--- src/rtl/epbc_pkg.sv ---
// shared constants and types for the expansion port bus control mux
package epbc_pkg;

    // register indices, byte address is four times the index
    localparam logic [3:0] IDX_HIGH_DATA = 4'h0;  // high address port data
    localparam logic [3:0] IDX_LOW_DATA  = 4'h1;  // low address port data
    localparam logic [3:0] IDX_HIGH_DIR  = 4'h2;  // high address port direction
    localparam logic [3:0] IDX_LOW_DIR   = 4'h3;  // low address port direction
    localparam logic [3:0] IDX_CTL_DATA  = 4'h8;  // bus control port data
    localparam logic [3:0] IDX_CTL_DIR   = 4'h9;  // bus control port direction
    localparam logic [3:0] IDX_ASSIGN    = 4'hA;  // bus control pin assignment
    localparam logic [3:0] IDX_PULL      = 4'hC;  // pull-up control

    // byte span of the bus-expansion block (sixteen word registers)
    localparam int          EXP_BLOCK_REGS  = 16;
    localparam logic [31:0] EXP_BLOCK_BYTES = 32'(EXP_BLOCK_REGS * 4);

    // pin assignment field positions
    localparam int ASSIGN_DATA_EN_DIS  = 7;  // data_enable_pin_disable
    localparam int ASSIGN_CLKGEN_TEST  = 6;  // clockgen_test_output_enable
    localparam int ASSIGN_QUEUE_STAT   = 5;  // queue_status_pin_enable
    localparam int ASSIGN_BUSCLK_DIS   = 4;  // bus_clock_pin_disable
    localparam int ASSIGN_LOW_STROBE   = 3;  // low_strobe_pin_enable
    localparam int ASSIGN_READ_WRITE   = 2;  // read_write_pin_enable
    localparam int ASSIGN_REF_PIN      = 1;  // reference_pin_enable
    localparam int ASSIGN_EN_OR_INVCLK = 0;  // data_enable_or_inv_clock_select

    // pin assignment reset values per mode
    localparam logic [7:0] ASSIGN_RST_NORMAL_EXP = 8'h00;
    localparam logic [7:0] ASSIGN_RST_SPECIAL    = 8'h2C;
    localparam logic [7:0] ASSIGN_RST_PERIPH     = 8'hD0;
    localparam logic [7:0] ASSIGN_RST_NORMAL_SC  = 8'h90;

    // bits that are write once in normal modes, skip-first in special
    localparam logic [7:0] ASSIGN_ONCE_MASK = 8'hAD;

    // bus control port pin positions
    localparam int PIN_DATA_EN   = 7;
    localparam int PIN_QUEUE_1   = 6;
    localparam int PIN_QUEUE_0   = 5;
    localparam int PIN_BUS_CLOCK = 4;
    localparam int PIN_STROBE    = 3;
    localparam int PIN_RD_WR     = 2;

    // pins with pull-ups, and input-only interrupt pins
    localparam logic [7:0] PULL_PIN_MASK  = 8'h8F;
    localparam logic [7:0] INPUT_ONLY_PIN = 8'h03;

    // pull-up control field and reset values of port registers
    localparam int         PULL_CTL_BIT  = 0;
    localparam logic [7:0] PORT_DATA_RST = 8'h00;
    localparam logic [7:0] PORT_DIR_RST  = 8'h00;

    // operating modes taken from the straps
    typedef enum {
        MODE_SPECIAL_SINGLE,
        MODE_SPECIAL_EXP_NARROW,
        MODE_SPECIAL_PERIPH,
        MODE_SPECIAL_EXP_WIDE,
        MODE_NORMAL_SINGLE,
        MODE_NORMAL_EXP_NARROW,
        MODE_NORMAL_EXP_WIDE
    } epbc_mode_e;

endpackage : epbc_pkg

--- src/rtl/epbc_mux.sv ---
// address/data ports and bus control port registers with mode-driven pin mux
`timescale 1ns/1ps
module epbc_mux (
    input  wire logic        clk,
    input  wire logic        reset_n,
    // ahb-lite slave
    input  wire logic        hsel,
    input  wire logic [31:0] haddr,
    input  wire logic [1:0]  htrans,
    input  wire logic        hwrite,
    input  wire logic [2:0]  hsize,
    input  wire logic [31:0] hwdata,
    input  wire logic        hready,
    output logic      [31:0] hrdata,
    output logic             hreadyout,
    output logic             hresp,
    // mode straps, asynchronous pins
    input  wire logic        specialMode_n,
    input  wire logic        modeSelectB,
    input  wire logic        modeSelectA,
    // core-side controls and bus signals, same clock
    input  wire logic        rebuildControlPortExternally,
    input  wire logic        busClockStretch,
    input  wire logic [15:0] busAddr,
    input  wire logic [15:0] busDataOut,
    input  wire logic        busAddrPhase,
    input  wire logic        busDataDrive,
    input  wire logic        busNarrowHigh,
    output logic      [15:0] busDataIn,
    input  wire logic        dataBusEnableOut,
    input  wire logic        busPhaseClock,
    input  wire logic        lowByteStrobe,
    input  wire logic        readWriteOut,
    input  wire logic        queueStatus1,
    input  wire logic        queueStatus0,
    input  wire logic        clockgenTest,
    input  wire logic        calibrationRef,
    // pins, split into in/out/enable
    input  wire logic [7:0]  highPortIn,
    output logic      [7:0]  highPortOut,
    output logic      [7:0]  highPortOe,
    input  wire logic [7:0]  lowPortIn,
    output logic      [7:0]  lowPortOut,
    output logic      [7:0]  lowPortOe,
    input  wire logic [7:0]  ctlPortIn,
    output logic      [7:0]  ctlPortOut,
    output logic      [7:0]  ctlPortOe,
    output logic      [7:0]  ctlPullUp,
    // external access request for removed registers
    output logic             extAccess,
    output logic             extWrite,
    output logic      [3:0]  extIndex,
    output logic      [7:0]  extWdata,
    output epbc_pkg::epbc_mode_e currentMode
);
    import epbc_pkg::*;

    logic [2:0] strapMeta;        // strap sync first stage
    logic [2:0] strapSync;        // strap sync second stage
    logic [7:0] highMeta;         // pin sync first stages
    logic [7:0] lowMeta;
    logic [7:0] ctlMeta;
    logic [7:0] highSync;         // pin sync second stages
    logic [7:0] lowSync;
    logic [7:0] ctlSync;
    logic       modeValid;        // mode captured after reset
    epbc_mode_e next_mode;        // decoded strap value

    logic [7:0] highData;         // port registers
    logic [7:0] highDir;
    logic [7:0] lowData;
    logic [7:0] lowDir;
    logic [7:0] ctlData;
    logic [7:0] ctlDir;
    logic [7:0] assignReg;        // pin assignment
    logic       assignWritten;    // a write has reached assignment
    logic       pullCtl;          // shared pull-up enable

    logic       phaseValid;       // data phase in progress
    logic       phaseWrite;
    logic       phaseInRange;     // inside the bus-expansion block
    logic [3:0] phaseIndex;
    logic       isReg;            // index names a register
    logic       removed;          // register left the on-chip map
    logic       localHit;         // decoded on chip
    logic       doWrite;
    logic [7:0] readByte;
    logic [7:0] assignMask;       // writable assignment bits now

    logic       isSpecial;        // mode flags
    logic       isSingle;
    logic       isExpanded;
    logic       isNarrow;
    logic       isPeriph;
    logic       isNormExp;
    logic       busPorts;         // address ports serve the bus

    logic [7:0] ctlSel;           // control port alternate functions
    logic [7:0] ctlVal;
    logic [7:0] ctlDrv;
    logic [7:0] highVal;
    logic [7:0] lowVal;
    logic       highDrv;
    logic       lowDrv;

    // strap decode, the unused code falls back to normal single chip
    function automatic epbc_mode_e decodeMode(input logic [2:0] s);
        unique case (s)
            3'h0:    decodeMode = MODE_SPECIAL_SINGLE;
            3'h1:    decodeMode = MODE_SPECIAL_EXP_NARROW;
            3'h2:    decodeMode = MODE_SPECIAL_PERIPH;
            3'h3:    decodeMode = MODE_SPECIAL_EXP_WIDE;
            3'h5:    decodeMode = MODE_NORMAL_EXP_NARROW;
            3'h7:    decodeMode = MODE_NORMAL_EXP_WIDE;
            default: decodeMode = MODE_NORMAL_SINGLE;
        endcase
    endfunction : decodeMode

    // assignment reset value for a mode
    function automatic logic [7:0] assignResetFor(input epbc_mode_e m);
        unique case (m)
            MODE_NORMAL_EXP_NARROW,
            MODE_NORMAL_EXP_WIDE:   assignResetFor = ASSIGN_RST_NORMAL_EXP;
            MODE_SPECIAL_PERIPH:    assignResetFor = ASSIGN_RST_PERIPH;
            MODE_NORMAL_SINGLE:     assignResetFor = ASSIGN_RST_NORMAL_SC;
            MODE_SPECIAL_SINGLE,
            MODE_SPECIAL_EXP_NARROW,
            MODE_SPECIAL_EXP_WIDE:  assignResetFor = ASSIGN_RST_SPECIAL;
        endcase
    endfunction : assignResetFor

    // two-stage synchronisers, free running
    always_ff @(posedge clk) begin
        strapMeta <= {specialMode_n, modeSelectB, modeSelectA};
        strapSync <= strapMeta;
        highMeta  <= highPortIn;
        highSync  <= highMeta;
        lowMeta   <= lowPortIn;
        lowSync   <= lowMeta;
        ctlMeta   <= ctlPortIn;
        ctlSync   <= ctlMeta;
    end

    assign next_mode = decodeMode(strapSync);

    // mode is caught on the first edge after reset release
    always_ff @(posedge clk) begin
        if (!reset_n) begin
            modeValid   <= 1'b0;
            currentMode <= MODE_NORMAL_SINGLE;
        end else if (!modeValid) begin
            modeValid   <= 1'b1;
            currentMode <= next_mode;
        end
    end

    // mode flags
    assign isSpecial  = (currentMode == MODE_SPECIAL_SINGLE) ||
                        (currentMode == MODE_SPECIAL_EXP_NARROW) ||
                        (currentMode == MODE_SPECIAL_PERIPH) ||
                        (currentMode == MODE_SPECIAL_EXP_WIDE);
    assign isSingle   = (currentMode == MODE_SPECIAL_SINGLE) ||
                        (currentMode == MODE_NORMAL_SINGLE);
    assign isPeriph   = (currentMode == MODE_SPECIAL_PERIPH);
    assign isExpanded = !isSingle && !isPeriph;
    assign isNarrow   = (currentMode == MODE_SPECIAL_EXP_NARROW) ||
                        (currentMode == MODE_NORMAL_EXP_NARROW);
    assign isNormExp  = (currentMode == MODE_NORMAL_EXP_NARROW) ||
                        (currentMode == MODE_NORMAL_EXP_WIDE);
    assign busPorts   = isExpanded || isPeriph;

    // address phase capture, held off until the mode is known
    always_ff @(posedge clk) begin
        if (!reset_n) begin
            phaseValid   <= 1'b0;
            phaseWrite   <= 1'b0;
            phaseInRange <= 1'b0;
            phaseIndex   <= 4'h0;
        end else if (hready) begin
            phaseValid   <= hsel && htrans[1] && modeValid && (hsize == 3'h2);
            phaseWrite   <= hwrite;
            phaseInRange <= haddr < EXP_BLOCK_BYTES;
            phaseIndex   <= haddr[5:2];
        end
    end

    assign hreadyout = modeValid;
    assign hresp     = 1'b0;

    // which registers exist and which left the map
    always_comb begin
        isReg   = 1'b0;
        removed = 1'b0;
        unique case (phaseIndex)
            IDX_HIGH_DATA, IDX_LOW_DATA,
            IDX_HIGH_DIR, IDX_LOW_DIR: begin
                isReg   = 1'b1;
                removed = busPorts;
            end
            IDX_CTL_DATA, IDX_CTL_DIR: begin
                isReg   = 1'b1;
                removed = isPeriph || (isExpanded && rebuildControlPortExternally);
            end
            IDX_ASSIGN, IDX_PULL: begin
                isReg   = 1'b1;
            end
            default: begin
                isReg   = 1'b0;
            end
        endcase
        if (isPeriph) begin
            removed = 1'b1;
        end
    end

    assign localHit = phaseValid && phaseInRange && isReg && !removed;
    assign doWrite  = localHit && phaseWrite;

    // removed registers are handed to the external bus
    always_ff @(posedge clk) begin
        if (!reset_n) begin
            extAccess <= 1'b0;
            extWrite  <= 1'b0;
            extIndex  <= 4'h0;
            extWdata  <= 8'h00;
        end else begin
            extAccess <= phaseValid && phaseInRange && removed;
            if (phaseValid && phaseInRange && removed) begin
                extWrite <= phaseWrite;
                extIndex <= phaseIndex;
                extWdata <= hwdata[7:0];
            end
        end
    end

    // address port registers
    always_ff @(posedge clk) begin
        if (!reset_n) begin
            highData <= PORT_DATA_RST;
            lowData  <= PORT_DATA_RST;
            highDir  <= PORT_DIR_RST;
            lowDir   <= PORT_DIR_RST;
        end else if (doWrite) begin
            if (phaseIndex == IDX_HIGH_DATA) highData <= hwdata[7:0];
            if (phaseIndex == IDX_LOW_DATA)  lowData  <= hwdata[7:0];
            if (phaseIndex == IDX_HIGH_DIR)  highDir  <= hwdata[7:0];
            if (phaseIndex == IDX_LOW_DIR)   lowDir   <= hwdata[7:0];
        end
    end

    // control port registers and pull enable, interrupt pins stay inputs
    always_ff @(posedge clk) begin
        if (!reset_n) begin
            ctlData <= PORT_DATA_RST;
            ctlDir  <= PORT_DIR_RST;
            pullCtl <= 1'b0;
        end else if (doWrite) begin
            if (phaseIndex == IDX_CTL_DATA) ctlData <= hwdata[7:0];
            if (phaseIndex == IDX_CTL_DIR)  ctlDir  <= hwdata[7:0] & ~INPUT_ONLY_PIN;
            if (phaseIndex == IDX_PULL)     pullCtl <= hwdata[PULL_CTL_BIT];
        end
    end

    // writable assignment bits depend on mode and on the first write
    always_comb begin
        assignMask = 8'h00;
        assignMask[ASSIGN_REF_PIN] = 1'b1;
        if (isSpecial) begin
            if (assignWritten) begin
                assignMask = assignMask | ASSIGN_ONCE_MASK;
                assignMask[ASSIGN_CLKGEN_TEST] = 1'b1;
            end
            if (currentMode == MODE_SPECIAL_SINGLE) begin
                assignMask[ASSIGN_BUSCLK_DIS] = 1'b1;
            end
        end else if (!assignWritten) begin
            assignMask = assignMask | ASSIGN_ONCE_MASK;
            if (currentMode == MODE_NORMAL_SINGLE) begin
                assignMask[ASSIGN_BUSCLK_DIS] = 1'b1;
            end
        end
    end

    // assignment register, loaded with the mode value after reset
    always_ff @(posedge clk) begin
        if (!reset_n) begin
            assignReg     <= ASSIGN_RST_NORMAL_SC;
            assignWritten <= 1'b0;
        end else if (!modeValid) begin
            assignReg     <= assignResetFor(next_mode);
        end else if (doWrite && phaseIndex == IDX_ASSIGN) begin
            assignReg     <= (assignReg & ~assignMask) | (hwdata[7:0] & assignMask);
            assignWritten <= 1'b1;
        end
    end

    // read mux, inputs read the pin and outputs the latch
    always_comb begin
        readByte = 8'h00;
        unique case (phaseIndex)
            IDX_HIGH_DATA: readByte = (highDir & highData) | (~highDir & highSync);
            IDX_LOW_DATA:  readByte = (lowDir & lowData) | (~lowDir & lowSync);
            IDX_HIGH_DIR:  readByte = highDir;
            IDX_LOW_DIR:   readByte = lowDir;
            IDX_CTL_DATA:  readByte = (ctlDir & ctlData) | (~ctlDir & ctlSync);
            IDX_CTL_DIR:   readByte = ctlDir;
            IDX_ASSIGN:    readByte = assignReg;
            IDX_PULL:      readByte = {7'h00, pullCtl};
            default:       readByte = 8'h00;
        endcase
    end

    assign hrdata = (localHit && !phaseWrite) ? {24'h000000, readByte} : 32'h00000000;

    // control port alternate function selection
    always_comb begin
        ctlSel = 8'h00;
        ctlVal = 8'h00;
        ctlDrv = 8'h00;
        if (isExpanded && !assignReg[ASSIGN_DATA_EN_DIS]) begin
            ctlSel[PIN_DATA_EN] = 1'b1;
            ctlVal[PIN_DATA_EN] = assignReg[ASSIGN_EN_OR_INVCLK] ?
                                  ~busPhaseClock : dataBusEnableOut;
        end else if (assignReg[ASSIGN_REF_PIN]) begin
            ctlSel[PIN_DATA_EN] = 1'b1;
            ctlVal[PIN_DATA_EN] = calibrationRef;
        end
        if (isExpanded && assignReg[ASSIGN_QUEUE_STAT]) begin
            ctlSel[PIN_QUEUE_1] = 1'b1;
            ctlVal[PIN_QUEUE_1] = queueStatus1;
            ctlSel[PIN_QUEUE_0] = 1'b1;
            ctlVal[PIN_QUEUE_0] = queueStatus0;
        end else if (assignReg[ASSIGN_CLKGEN_TEST] && !isSingle && !isNormExp) begin
            ctlSel[PIN_QUEUE_1] = 1'b1;
            ctlVal[PIN_QUEUE_1] = clockgenTest;
        end
        if (!assignReg[ASSIGN_BUSCLK_DIS] && !isPeriph && (!isSingle || !busClockStretch)) begin
            ctlSel[PIN_BUS_CLOCK] = 1'b1;
            ctlVal[PIN_BUS_CLOCK] = busPhaseClock;
        end
        if (assignReg[ASSIGN_LOW_STROBE] && !isSingle &&
            currentMode != MODE_NORMAL_EXP_NARROW) begin
            ctlSel[PIN_STROBE] = 1'b1;
            ctlVal[PIN_STROBE] = lowByteStrobe;
        end
        if (assignReg[ASSIGN_READ_WRITE] && !isSingle) begin
            ctlSel[PIN_RD_WR] = 1'b1;
            ctlVal[PIN_RD_WR] = readWriteOut;
        end
        ctlDrv = ctlSel & ~INPUT_ONLY_PIN;
    end

    // address ports in bus use
    assign highDrv = (isExpanded && busAddrPhase) || busDataDrive;
    assign lowDrv  = isNarrow || highDrv;
    assign highVal = busAddrPhase ? busAddr[15:8] :
                     ((isNarrow && !busNarrowHigh) ? busDataOut[7:0] : busDataOut[15:8]);
    assign lowVal  = (busAddrPhase || isNarrow) ? busAddr[7:0] : busDataOut[7:0];
    assign busDataIn = {highSync, isNarrow ? highSync : lowSync};

    // pull-ups only on listed pins that are inputs now
    assign ctlPullUp = {8{pullCtl}} & PULL_PIN_MASK & ~ctlPortOe;

    epbc_pin_bank highBank (
        .clk       (clk),
        .reset_n   (reset_n),
        .gpioData  (highData),
        .gpioDir   (highDir),
        .altSelect ({8{busPorts}}),
        .altValue  (highVal),
        .altDrive  ({8{highDrv}}),
        .pinOut    (highPortOut),
        .pinOe     (highPortOe)
    );

    epbc_pin_bank lowBank (
        .clk       (clk),
        .reset_n   (reset_n),
        .gpioData  (lowData),
        .gpioDir   (lowDir),
        .altSelect ({8{busPorts}}),
        .altValue  (lowVal),
        .altDrive  ({8{lowDrv}}),
        .pinOut    (lowPortOut),
        .pinOe     (lowPortOe)
    );

    epbc_pin_bank ctlBank (
        .clk       (clk),
        .reset_n   (reset_n),
        .gpioData  (ctlData),
        .gpioDir   (ctlDir),
        .altSelect (ctlSel),
        .altValue  (ctlVal),
        .altDrive  (ctlDrv),
        .pinOut    (ctlPortOut),
        .pinOe     (ctlPortOe)
    );

endmodule : epbc_mux

--- src/rtl/epbc_pin_bank.sv ---
// one eight-pin port: general-purpose or alternate function per pin
`timescale 1ns/1ps
module epbc_pin_bank (
    input  wire logic       clk,
    input  wire logic       reset_n,
    input  wire logic [7:0] gpioData,
    input  wire logic [7:0] gpioDir,
    input  wire logic [7:0] altSelect,
    input  wire logic [7:0] altValue,
    input  wire logic [7:0] altDrive,
    output logic      [7:0] pinOut,
    output logic      [7:0] pinOe
);
    import epbc_pkg::*;

    // alternate function overrides direction, else dir 1 drives data
    always_ff @(posedge clk) begin
        if (!reset_n) begin
            pinOut <= PORT_DATA_RST;
            pinOe  <= PORT_DIR_RST;
        end else begin
            pinOut <= (altSelect & altValue) | (~altSelect & gpioData);
            pinOe  <= (altSelect & altDrive) | (~altSelect & gpioDir);
        end
    end

endmodule : epbc_pin_bank

--- config.mk ---
export PLATFORM = sky130hd
export DESIGN_NAME = epbc_mux
export DESIGN_NICKNAME = d
export VERILOG_FILES = /design/src/rtl/epbc_pkg.sv /design/src/rtl/epbc_mux.sv /design/src/rtl/epbc_pin_bank.sv
export SDC_FILE = /design/constraint.sdc
export NUM_CORES = 1
export LEC_CHECK = 0
export BUFFER_PORTS_ARGS = -buffer_cell sky130_fd_sc_hd__buf_2
export CAP_MARGIN = 15
export CORE_UTILIZATION = 45
export CTS_BUF_LIST = sky130_fd_sc_hd__clkbuf_16
export DETAILED_ROUTE_END_ITERATION = 6
export PLACE_DENSITY = 0.86
export SLEW_MARGIN = 10
export SYNTH_ARGS = -nofsm -noshare
export SYNTH_HDL_FRONTEND = slang
export SYNTH_HIERARCHICAL = 1
export SYNTH_SLANG_ARGS = --single-unit
--- constraint.sdc ---
create_clock -name clk -period 3.8 [get_ports clk]
set_input_delay 0 -clock clk [delete_from_list [all_inputs] [get_ports clk]]
set_output_delay 0 -clock clk [all_outputs]
set_load 0.02 [all_outputs]
==> flow_summary.json <==
{
  "die_area_mm2": 0.0178,
  "worst_slew_pin_slew_ns": 0.967,
  "async_flop_share": 0,
  "hold_violations": 0,
  "final_area_mm2": 0.0102,
  "gr-usage-all-layers": 0.248,
  "syn_area_per_cell_um2": 9.75,
  "cts_max_level": 4,
  "cts_buffer_depth": 2,
  "max_slew_margin": 0.355,
  "cap_violations": 0,
  "post_dp_cell_area_mm2": 0.00880,
  "synth_area_mm2": 0.00777,
  "p_leak_nw": 4.59,
  "layout-drive-gt1-share": 0.261,
  "drtIter0Drc": 497,
  "yosysWarnings": 6,
  "use_met2": 0.396,
  "nets": 1232,
  "r2r_end": "lowBank/pinOut[7]$_SDFF_PN0_",
  "required_ns": 4.12,
  "preCtsSetupSlack_ns": 1.15,
  "cts_resized": 0,
  "grt.busiest_layer": "met2",
  "synthCells": 797,
  "n_fill_cell": 1382,
  "met3_usage": 0.0479,
  "fp.dieH_um": 133,
  "hold_start": "busDataOut[6]",
  "place_congestion": 0.931,
  "path_clk_slew_ns": 0.07,
  "multi_input_area_mm2": 0.00373,
  "ant_nets": 0,
  "critPathKind": "register to register",
  "area_growth_pct": 30.9,
  "chipWidth_um": 133,
  "drc": 0,
  "antenna_found_initial": 0,
  "setup_ws_ns": 0.570,
  "antennaDiodeCount": 0,
  "setup_viol": 0,
  "clock_skew_ns": 0.00891,
  "end_kind": "register",
  "wl_per_cell_um": 16.8,
  "outcome": "complete, no violations",
  "post_cts_buffers": 0,
  "start_util": 0.465,
  "synthDistinctLibCells": 52,
  "ios": 298,
  "met1_usage": 0.324,
  "dp_hpwl_um": 15200,
  "power.density_mw_per_mm2": 418,
  "holdPathStages": 4,
  "wirelength_um": 22100,
  "grt_max_degree": 84,
  "seq_area_mm2": 0.00366,
  "numCtsBuffers": 17,
  "crit_start": "currentMode[1]$_SDFFE_PN0N_",
  "cts_sinks": 183,
  "slew_violations": 0,
  "ff2ff_setup_slack_ns": 0.57,
  "min_path_type": "input pin to register",
  "clock_latency_ns": 0.43,
  "dr.pass1.iters": 5,
  "cp-start-kind": "register",
  "numPortBuffers": 213,
  "rsz0062_at_grt": "false",
  "coreArea_mm2": 0.0167,
  "first_global_vias": 6198,
  "cts_tree": "yes",
  "crit_arrival_ns": 3.55,
  "fin_crit_ns": 3.23,
  "hold_end": "lowBank/pinOut[6]$_SDFF_PN0_",
  "synth_edf_count": 0,
  "grt_pass1_wl_um": 33500,
  "viasPerCell": 4.99,
  "tns_ns": 0,
  "rr_worst_depth": 6,
  "rows": 47,
  "num_vias": 6576,
  "vdd_drop_max_mv": 0.386,
  "seq_area_frac_synth": 0.471,
  "max_freq_ghz": 0.310,
  "crit_fanout": 11,
  "period_share": 0.850,
  "cts_root_buf": "clkbuf_16",
  "synth-seq-cells": 183,
  "reg2reg_from": "currentMode[1]$_SDFFE_PN0N_",
  "overflow": 0,
  "synth-main-ff-cell": "dfxtp_1"
}
## power by group
part / internal [mW] / total, mW / switching (mW)
clock network: 0.930 / 1.74 / 0.807
logic: 0.221 / 0.505 / 0.285
registers: 1.97 / 2.02 / 0.0439
total: 3.12 / 4.26 / 1.14
## metrics by stage
stage          power, mW  std cells   util  hold slack, ns
2_1_floorplan       2.37        863      -          0.0277
3_3_place_gp        2.48       1209  0.527           0.102
3_5_place_dp        2.49       1209  0.527           0.104
4_1_cts             4.27       1317  0.608         0.00363
5_1_grt             4.42       1318  0.609         0.00619
6_report            4.26       1318  0.609          0.0179
## critical path: stages, from the launching register on
cell and delay, ns:
dfxtp_1 0.51, nand2b_1 0.63, nor2b_1 0.77, mux2_2 0.41
dlygate4sd3_1 0.56, mux2i_1 0.17, nor2b_1 0.06
## synthesized netlist by cell type (4+ instances only)
library cell	number	share of area
o31ai_1	4	0.0039
clkbuf_1	20	0.0097
nand2b_1	15	0.012
a31oi_1	4	0.0032
and2_1	4	0.0032
nand3_1	15	0.0097
nor2b_1	63	0.051
nand4_1	4	0.0032
dfxtp_1	183	0.47
a221oi_1	5	0.0056
mux2i_1	119	0.15
and3_1	4	0.0032
buf_4	59	0.057
nor4_1	7	0.0056
a21o_1	5	0.0048
a21oi_1	29	0.019
nor3_1	10	0.0064
nor2_1	47	0.023
o21ai_0	43	0.028
mux2_2	18	0.026
nand2_1	77	0.037
or3b_2	4	0.0045
buf_2	8	0.0052
nand3b_1	6	0.0058
inv_1	7	0.0034
## per-layer routing
layer  routed length [µm]  vias to the layer above
li1                     -                     3190
met1                 9650                     3040
met2                10200                      300
met3                 1490                       46
met4                  737                        0
met5                    0                        -
## placed cells by master, fill, tap and decap left out, types with 6 or more instances in the layout
cell and count:
a21oi_1 29, buf_2 213, mux2i_1 119, nor3_1 10
nor4_1 7, mux2_2 18, nand3b_1 6, o21ai_0 43
nand3_1 15, nor2_1 47, nand2_1 77, nand2b_1 15
dfxtp_1 183, inv_1 7, nor2b_1 63, conb_1 67
clkbuf_16 17, dlygate4sd3_1 76
## layout make-up
cell class / count / share of cell area
inverters: 8 / 0.00295
well taps: 220 / 0.0270
multi-input cells: 580 / 0.366
repair buffers: 295 / 0.186
clock inverters: 15 / 0.0160
flip-flops and latches: 183 / 0.360
clock buffers: 17 / 0.0418
## worst max-delay path by stage
stage / cells past startpoint / to
global placement: 5 / lowBank/pinOut[1]$_SDFF_PN0_
finish: 6 / lowBank/pinOut[7]$_SDFF_PN0_
detailed placement: 5 / lowBank/pinOut[7]$_SDFF_PN0_
CTS: 6 / lowBank/pinOut[7]$_SDFF_PN0_
floorplan: 6 / ctlBank/pinOe[2]$_SDFF_PN0_
global route: 6 / lowBank/pinOut[5]$_SDFF_PN0_
## kinds of logic (layout without fill, tap and decap cells)
group | Yosys count | after routing | synth area share
simple gates | 273 | 273 | 0.186
flops | 183 | 183 | 0.471
mux | 137 | 137 | 0.179
compound gates | 102 | 102 | 0.0800
buf+inv | 100 | 335 | 0.0810
fa+ha+maj | 1 | 1 | 0.00161
other cells | 1 | 67 | 0.000482
## repair_timing
action,4_1_cts,5_1_grt
endpoints found under the hold margin,89,0
hold buffers,76,0
endpoints found under the setup margin,0,0
(Power assumes the default switching activity.)
